<file path="config.mk">
export PLATFORM = sky130hd
export DESIGN_NAME = rpm_power_ctrl
export DESIGN_NICKNAME = d
export VERILOG_FILES = /design/src/rpm_pkg.sv /design/src/rpm_power_ctrl.sv
export VERILOG_INCLUDE_DIRS = /design/src
export SDC_FILE = /design/constraint.sdc
export NUM_CORES = 1
export LEC_CHECK = 0
export ABC_AREA = 1
export BUFFER_PORTS_ARGS = -buffer_cell sky130_fd_sc_hd__buf_2
export CORE_UTILIZATION = 45
export CTS_CLUSTER_SIZE = 40
export DETAILED_ROUTE_END_ITERATION = 10
export PLACE_DENSITY = 0.68
export SYNTH_ARGS = -nofsm -noshare
export SYNTH_HDL_FRONTEND = slang
export SYNTH_SLANG_ARGS = --single-unit
</file>
<file path="constraint.sdc">
create_clock -name clk -period 3.49 [get_ports clk]
set_input_delay 0.1745 -clock clk [delete_from_list [all_inputs] [get_ports clk]]
set_output_delay 0.1745 -clock clk [all_outputs]
set_load 0.03 [all_outputs]
</file>
<file path="src/rpm_defs.svh">
`ifndef RPM_DEFS_SVH
`define RPM_DEFS_SVH

// Register byte offsets
`define RPM_OFS_MODE    12'h000
`define RPM_OFS_STAT    12'h004
`define RPM_OFS_IRQ     12'h008
`define RPM_OFS_MASK    12'h00c
`define RPM_OFS_ENABLES 12'h010

// Mode codes
`define RPM_MODE_RETAIN   4'h0
`define RPM_MODE_DEEP     4'h1
`define RPM_MODE_STANDBY  4'h5
`define RPM_MODE_FIFO     4'h6
`define RPM_MODE_SYN_RX   4'h8
`define RPM_MODE_RX       4'h9
`define RPM_MODE_WAKE     4'hb
`define RPM_MODE_SYN_TX   4'hc
`define RPM_MODE_TX       4'hd

`define RPM_MODE_RST      4'h0

// Status register fields
`define RPM_ST_MODE_LSB   0
`define RPM_ST_REG_RDY    4
`define RPM_ST_BROWNOUT   5
`define RPM_ST_READY      6
`define RPM_ST_PEND       7

// Event bit positions
`define RPM_EV_MODE_DONE  0
`define RPM_EV_BROWNOUT   1
`define RPM_EV_WOKE       2

// Timing
`define RPM_CLK_MHZ       100
`define RPM_REG_SETTLE_US 2
`define RPM_REG_SETTLE_CYC (`RPM_REG_SETTLE_US * `RPM_CLK_MHZ)
`define RPM_INIT_US       20
`define RPM_INIT_CYC      (`RPM_INIT_US * `RPM_CLK_MHZ)
`define RPM_WAKE_HZ       640
`define RPM_WAKE_DIV      (`RPM_CLK_MHZ * 1000000 / (2 * `RPM_WAKE_HZ))

`endif

</file>
<file path="src/rpm_pkg.sv">
package rpm_pkg;

  typedef enum logic [2:0] {
    RPM_RUN    = 3'b000,
    RPM_DRAIN  = 3'b001,
    RPM_SETTLE = 3'b011,
    RPM_DEEP   = 3'b010,
    RPM_INIT   = 3'b110
  } rpm_state_t;

  typedef struct packed {
    logic [3:0]  mode;
    logic [3:0]  target;
    rpm_state_t  st;
    logic [11:0] cnt;
    logic [16:0] wcnt;
    logic        wclk;
    logic [2:0]  irq_st;
    logic [2:0]  irq_mask;
    logic        irq;
    logic        ready;
    logic        reg_rdy;
    logic [7:0]  enables;
    logic        fifo_clr;
    logic        fifo_acc;
    logic        bo_q;
    logic        hsel_d;
    logic        hwrite_d;
    logic [11:0] haddr_d;
    logic [31:0] hrdata;
    logic        sel_s1;
    logic        sel_s2;
    logic        bo_s1;
    logic        bo_s2;
    logic        fe_s1;
    logic        fe_s2;
    logic        miso_oe;
    logic        xcvr_rst;
  } rpm_state_s_t;

endpackage

</file>
<file path="src/rpm_power_ctrl.sv">
`timescale 1ns/1ns
`include "rpm_defs.svh"
// Summary of operation
// - Retention keeps only the register file; core supplies off; registers kept.
// - Retention blocks and clears FIFO; entry completes only once FIFO empty.
// - Code 0001 turns everything off and loses all register values.
// - Select pin low leaves full-off: device starts up and resets.
// - MISO held low during wake initialization, then high when ready.
// - Code 0101: crystal and reference on, FIFO blocked, cleared, waits empty.
// - Code 0110: reference on, registers and FIFO accessible, FIFO kept.
// - Code 1000: synthesizer on receive frequency, receiver/transmitter off.
// - Code 1001: synthesizer and receiver run.
// - Code 1011: like retention but 640 Hz wake oscillator runs.
// - Code 1100: synthesizer on transmit frequency, both paths off.
// - Regulators follow the programmed mode automatically.
// - Readable bit shows regulated supplies ready.
// - Readable brown-out bit flags I/O supply below 1.3 V.
// - Mode control independent of the microcontroller power register.
module rpm_power_ctrl
  import rpm_pkg::*;
#(
  parameter int unsigned INIT_CYC   = `RPM_INIT_CYC,
  parameter int unsigned SETTLE_CYC = `RPM_REG_SETTLE_CYC,
  parameter int unsigned WAKE_DIV   = `RPM_WAKE_DIV
) (
  input  wire logic        clk,
  input  wire logic        nrst,
  input  wire logic        hsel,
  input  wire logic [31:0] haddr,
  input  wire logic [1:0]  htrans,
  input  wire logic        hwrite,
  input  wire logic [2:0]  hsize,
  input  wire logic [31:0] hwdata,
  input  wire logic        hready,
  output logic      [31:0] hrdata,
  output logic             hreadyout,
  output logic             hresp,
  input  wire logic        sel_n,
  input  wire logic        brownout_in,
  input  wire logic        fifo_empty,
  output logic             miso,
  output logic             miso_oe,
  output logic             xtal_en,
  output logic             ref_en,
  output logic             synth_en,
  output logic             synth_tx,
  output logic             rx_en,
  output logic             tx_en,
  output logic             core_supply_en,
  output logic             wake_osc_en,
  output logic             wake_clk,
  output logic             fifo_access,
  output logic             fifo_clear,
  output logic             xcvr_reset,
  output logic             irq
);

  // ----------------------------------------------------------------
  // State
  // ----------------------------------------------------------------
  rpm_state_s_t s;
  rpm_state_s_t next_s;
  logic         wr;
  logic         rd_ok;
  logic [3:0]   wmode;
  logic [2:0]   events;

  // Enable vector per mode: xtal ref synth stx tx rx core wake
  function automatic logic [7:0] mode_enables(input logic [3:0] m);
    logic [7:0] e;
    e = 8'h00;
    unique case (m)
      `RPM_MODE_RETAIN:  e = 8'h00;
      `RPM_MODE_DEEP:    e = 8'h00;
      `RPM_MODE_STANDBY: e = 8'hc2;
      `RPM_MODE_FIFO:    e = 8'h42;
      `RPM_MODE_SYN_RX:  e = 8'he2;
      `RPM_MODE_RX:      e = 8'he6;
      `RPM_MODE_WAKE:    e = 8'h01;
      `RPM_MODE_SYN_TX:  e = 8'hf2;
      `RPM_MODE_TX:      e = 8'hfa;
      default:           e = 8'h00;
    endcase
    return e;
  endfunction

  function automatic logic fifo_open(input logic [3:0] m);
    return (m == `RPM_MODE_FIFO) || (m == `RPM_MODE_SYN_RX) ||
           (m == `RPM_MODE_RX) || (m == `RPM_MODE_SYN_TX) ||
           (m == `RPM_MODE_TX);
  endfunction

  // Modes that clear the FIFO and must see it empty first
  function automatic logic needs_drain(input logic [3:0] m);
    return (m == `RPM_MODE_RETAIN) || (m == `RPM_MODE_STANDBY) ||
           (m == `RPM_MODE_WAKE);
  endfunction

  // ----------------------------------------------------------------
  // Next state
  // ----------------------------------------------------------------
  always_comb begin
    next_s   = s;
    wmode    = hwdata[3:0];
    wr       = s.hsel_d && s.hwrite_d;
    rd_ok    = 1'b1;
    events   = 3'b000;

    // Pin synchronisers
    next_s.sel_s1 = sel_n;
    next_s.sel_s2 = s.sel_s1;
    next_s.bo_s1  = brownout_in;
    next_s.bo_s2  = s.bo_s1;
    next_s.fe_s1  = fifo_empty;
    next_s.fe_s2  = s.fe_s1;
    next_s.bo_q   = s.bo_s2;

    // Address phase capture
    next_s.hsel_d   = hsel && hready && htrans[1];
    next_s.hwrite_d = hwrite;
    next_s.haddr_d  = haddr[11:0];
    next_s.fifo_clr = 1'b0;

    unique case (s.st)
      RPM_RUN: begin
        if (wr && s.haddr_d == `RPM_OFS_MODE) begin
          next_s.target = wmode;
          if (wmode == `RPM_MODE_DEEP) begin
            next_s.mode = wmode;
            next_s.st   = RPM_DEEP;
          end else if (needs_drain(wmode)) begin
            next_s.fifo_acc = 1'b0;
            next_s.st       = RPM_DRAIN;
          end else begin
            next_s.mode    = wmode;
            next_s.reg_rdy = 1'b0;
            next_s.cnt     = 12'(SETTLE_CYC);
            next_s.st      = RPM_SETTLE;
          end
        end
      end
      RPM_DRAIN: begin
        if (s.fe_s2) begin
          next_s.mode     = s.target;
          next_s.fifo_clr = 1'b1;
          next_s.reg_rdy  = 1'b0;
          next_s.cnt      = 12'(SETTLE_CYC);
          next_s.st       = RPM_SETTLE;
        end
      end
      RPM_SETTLE: begin
        if (s.cnt <= 12'd1) begin
          next_s.reg_rdy  = 1'b1;
          next_s.fifo_acc = fifo_open(s.mode);
          next_s.st       = RPM_RUN;
          events[`RPM_EV_MODE_DONE] = 1'b1;
        end else begin
          next_s.cnt = s.cnt - 12'd1;
        end
      end
      RPM_DEEP: begin
        rd_ok = 1'b0;
        if (!s.sel_s2) begin
          next_s.cnt = 12'(INIT_CYC);
          next_s.st  = RPM_INIT;
        end
      end
      RPM_INIT: begin
        rd_ok = 1'b0;
        if (s.cnt <= 12'd1) begin
          next_s.ready   = 1'b1;
          next_s.mode    = `RPM_MODE_RST;
          next_s.reg_rdy = 1'b1;
          next_s.st      = RPM_RUN;
          events[`RPM_EV_WOKE] = 1'b1;
        end else begin
          next_s.cnt = s.cnt - 12'd1;
        end
      end
    endcase

    events[`RPM_EV_BROWNOUT] = s.bo_s2 && !s.bo_q;

    if (wr && rd_ok && s.haddr_d == `RPM_OFS_MASK)
      next_s.irq_mask = hwdata[2:0];
    // Set beats write-one-to-clear
    if (wr && rd_ok && s.haddr_d == `RPM_OFS_IRQ)
      next_s.irq_st = (s.irq_st & ~hwdata[2:0]) | events;
    else
      next_s.irq_st = s.irq_st | events;

    // Full-off wipes registers; wake restarts from reset values.
    // Done on entry so MISO is already low in the first full-off cycle.
    if (next_s.st == RPM_DEEP) begin
      next_s.ready    = 1'b0;
      next_s.irq_st   = 3'b000;
      next_s.irq_mask = 3'b000;
      next_s.reg_rdy  = 1'b0;
      next_s.fifo_acc = 1'b0;
    end
    next_s.irq = |(next_s.irq_st & next_s.irq_mask);

    // Wake oscillator only while its mode is active
    if (next_s.mode == `RPM_MODE_WAKE && s.st == RPM_RUN) begin
      if (s.wcnt >= 17'(WAKE_DIV - 1)) begin
        next_s.wcnt = 17'd0;
        next_s.wclk = !s.wclk;
      end else begin
        next_s.wcnt = s.wcnt + 17'd1;
      end
    end else begin
      next_s.wcnt = 17'd0;
      next_s.wclk = 1'b0;
    end

    next_s.enables = mode_enables(next_s.mode);
    if (next_s.st == RPM_DEEP || next_s.st == RPM_INIT)
      next_s.enables = 8'h00;
    if (s.st == RPM_INIT)
      next_s.enables = 8'h00;
    next_s.miso_oe  = next_s.st == RPM_INIT || next_s.ready;
    next_s.xcvr_rst = next_s.st == RPM_INIT;

    // Register read data, taken from the next state so that a read
    // right behind a write already sees what that write stored
    next_s.hrdata = 32'h0;
    if (hsel && hready && htrans[1] && !hwrite && rd_ok) begin
      unique case (haddr[11:0])
        `RPM_OFS_MODE:    next_s.hrdata = {28'h0, next_s.mode};
        `RPM_OFS_STAT:    next_s.hrdata = {24'h0, next_s.st != RPM_RUN,
                          next_s.ready, s.bo_s2, next_s.reg_rdy,
                          next_s.mode};
        `RPM_OFS_IRQ:     next_s.hrdata = {29'h0, next_s.irq_st};
        `RPM_OFS_MASK:    next_s.hrdata = {29'h0, next_s.irq_mask};
        `RPM_OFS_ENABLES: next_s.hrdata = {24'h0, next_s.enables};
        default:          next_s.hrdata = 32'h0;
      endcase
    end
  end

  // ----------------------------------------------------------------
  // Registers
  // ----------------------------------------------------------------
  always_ff @(posedge clk or negedge nrst) begin
    if (!nrst) begin
      s       <= '0;
      s.mode  <= `RPM_MODE_RST;
      s.ready <= 1'b1;
      s.reg_rdy <= 1'b1;
      s.sel_s1 <= 1'b1;
      s.sel_s2 <= 1'b1;
      s.fe_s1 <= 1'b1;
      s.fe_s2 <= 1'b1;
      s.miso_oe <= 1'b1;
    end else begin
      s <= next_s;
    end
  end

  // ----------------------------------------------------------------
  // Outputs
  // ----------------------------------------------------------------
  assign hrdata         = s.hrdata;
  assign hreadyout      = 1'b1;
  assign hresp          = 1'b0;
  assign miso           = s.ready;
  assign miso_oe        = s.miso_oe;
  assign xtal_en        = s.enables[7];
  assign ref_en         = s.enables[6];
  assign synth_en       = s.enables[5];
  assign synth_tx       = s.enables[4];
  assign rx_en          = s.enables[2];
  assign tx_en          = s.enables[3];
  assign core_supply_en = s.enables[1];
  assign wake_osc_en    = s.enables[0];
  assign wake_clk       = s.wclk;
  assign fifo_access    = s.fifo_acc;
  assign fifo_clear     = s.fifo_clr;
  assign xcvr_reset     = s.xcvr_rst;
  assign irq            = s.irq;
endmodule
</file>
==> reports/results.tsv <==
metric	value	unit
status	complete, no violations	
Final HPWL DP	7611	um
register area	0.002261	mm^2
RSZ-0062 raised after global routing	false	
Mapped Cells	615	
ANT nets after route	0	
FP Rows	37	
hold buffer count at CTS	17	
clk root buf	clkbuf_8	
IO buf count	47	
Max Cap Viol	0	
final net count	761	
Setup TNS	0	ps
first-pass GRT wire length	17480	um
Hold Path Class	input port to register	
detailed-route wire length per cell	12.46	um
Initial Utilization	47.05	%
Largest Register	s	
Critical Path RT	3730	ps
commonest non-fill, non-tap cell in the layout	nand2_1	
iteration-0 DRC count of the detailed router	202	
post-route clock skew	17.29	ps
commonest cells after routing, fill and taps aside	117 x nand2_1, 85 x inv_1, 83 x dfrtp_1	
YS warnings	0	
share of layout cells above drive strength 1	18.74	%
Skew-Pair Late Insertion Delay	370	ps
Clock H-tree levels	3	
gr ovfl total	0	
Largest register FFs	64	
synthesized flop and latch total	90	
Final Setup Violations	0	
CP Capture Type	register	
Hold Vio Cnt, Final	0	
Bufs on Longest Clock Path	2	
Hold WS	91.40	ps
synth-to-layout area growth	12.20	%
fin crit share	76.06	%
area of the multi-input gates	0.002115	mm^2
main flop type after synthesis	dfrtp_1	
syn avg cell area	8.040	um^2
hold path startpoint	hready	
Worst-Margin Slew	1053	ps
achievable frequency	376.7	MHz
post-synthesis async set-or-reset flop share	100.0	%
GRT Util Overall	19.51	%
Power Density	345.6	mW/mm^2
Die Ht	106.8	um
register clock-pin slew on the reported worst setup and hold paths	90	ps
DRC violations left	0	
Rel. slew slack	28.72	%
die area	0.01141	mm^2
largest net degree at the start of global routing	75	
arrival time worst endpoint	2900	ps
Tmin final	2655	ps
crit path launch type	register	
WS Path Type	register to register	
Top Ports	126	
# resized after CTS	0	
fin. max-slew vios	0	
post-CTS setup buffer count	0	
first element of the critical path	s[92]$_DFFE_PN0P_	
Peak VDD IR	206.2	uV
TritonCTS clock tree	done	
synthesized area	0.004945	mm^2
EDFF count, synth	0	
DRT Pass-1 Iters	4	
total number of vias	3969	
vias in the first global route	3833	
core area	0.01051	mm^2
FILL cells	965	
routed wire length	10210	um
sequential-to-total area share from yosys stat	45.72	%
clock sink count	90	
GPL Wtd Cong	0.8771	
Via density	4.846	
critical path fanouts, max	16	
DIE WIDTH	106.8	um
Pleak	2.690	nW
Worst R2R Start	s[92]$_DFFE_PN0P_	
Distinct cells, synth	42	
n_diodes	0	
antenna violations before repair	0	
Pwr Total	0.001917	W
TritonCTS buffer count	9	
## final timing paths
kind / endpoint / slack (ps) / depth (start not counted)
hold / removal: s[53]$_DFF_PN0_ / 90 / 2
setup reg to reg: s[81]$_DFF_PN0_ / 840 / 18
max in group asynchronous: miso$_DFF_PN1_ / 2190 / 3
min in group asynchronous: s[101]$_DFFE_PN0P_ / 470 / 2
hold reg to reg: s[6]$_DFF_PN1_ / 360 / 0
setup / recovery: s[81]$_DFF_PN0_ / 840 / 18
## final cells by class
type / instances / share of cell area [%]
Timing Repair Buffer: 65 / 7.488
Tap cell: 136 / 3.067
Clock buffer: 9 / 2.233
Clock inverter: 7 / 1.534
Sequential cell: 90 / 40.75
Inverter: 100 / 6.811
Multi-Input combinational cell: 412 / 38.11
## synth_stat cells (3+ instances only)
master,count,share of area [%]
a21oi_1,23,2.3
a31oi_1,4,0.51
buf_4,35,5.3
dfrtp_1,83,42
dfstp_2,7,3.7
ha_1,6,1.5
inv_1,85,6.5
inv_2,12,0.91
nand2_1,117,8.9
nand2_2,11,1.4
nand2_4,4,0.91
nand3_1,32,3.2
nand4_1,8,1.0
nor2_1,76,5.8
nor2_2,7,0.89
nor2_4,14,3.2
nor3_1,16,1.6
nor3_2,3,0.61
nor4_1,3,0.38
o21ai_0,30,3.0
o31ai_1,6,0.91
xnor2_1,3,0.53
xor2_1,5,0.89
## metal layers
metal | wire [um] | GRT usage, % | up-vias | share of wire (%)
li1 | - | - | 2021 | -
met1 | 4738 | 24.89 | 1851 | 46
met2 | 4990 | 33.23 | 89 | 49
met3 | 363 | 4.134 | 8 | 3.6
met4 | 112 | 5.871 | 0 | 1.1
met5 | 0 | 0 | - | 0
## power breakdown
part | internal (W) | leakage (nW) | switching (W)
combinational | 0.0000314 | 1.53 | 0.0000855
clock | 0.000343 | 0.103 | 0.000396
sequential | 0.00106 | 1.06 | 0.00000492
total | 0.00143 | 2.69 | 0.000486
## critical path: stages, from the launching register on
cell and delay, ps:
dfrtp_1 420, inv_1 110, ha_1 190, inv_1 60
nand2_1 80, nand2_1 60, nor2_2 90, nand2_2 130
a21oi_4 170, nand2_4 80, nand2_1 60, nand3_1 170
ha_1 260, inv_1 80, nor2_4 50, nand3_2 80
inv_2 50, nand2_4 280, nor3_1 100
## cells by family after synthesis
| logic type | count (synthesis) | synth area share, % |
|---|---|---|
| compound gates | 76 | 9.211 |
| xor+xnor | 8 | 1.417 |
| fa+ha+maj | 6 | 1.518 |
| buf+inv | 137 | 13.33 |
| flops | 90 | 45.72 |
| other cells | 2 | 0.1519 |
| simple gates | 296 | 28.64 |
## per-stage QoR
stage / util, % / worst slack [ps] / instance area (um^2) / cells
floorplan: - / 1217 / 5035 / 639
finish: 52.79 / 835.4 / 5548 / 819
detailed placement: 49.18 / 792.3 / 5169 / 786
global placement: 49.18 / 863.5 / 5169 / 786
global route: 52.79 / 604.9 / 5548 / 819
CTS: 52.79 / 809.6 / 5548 / 819
Power figures use the tool's default switching activity.
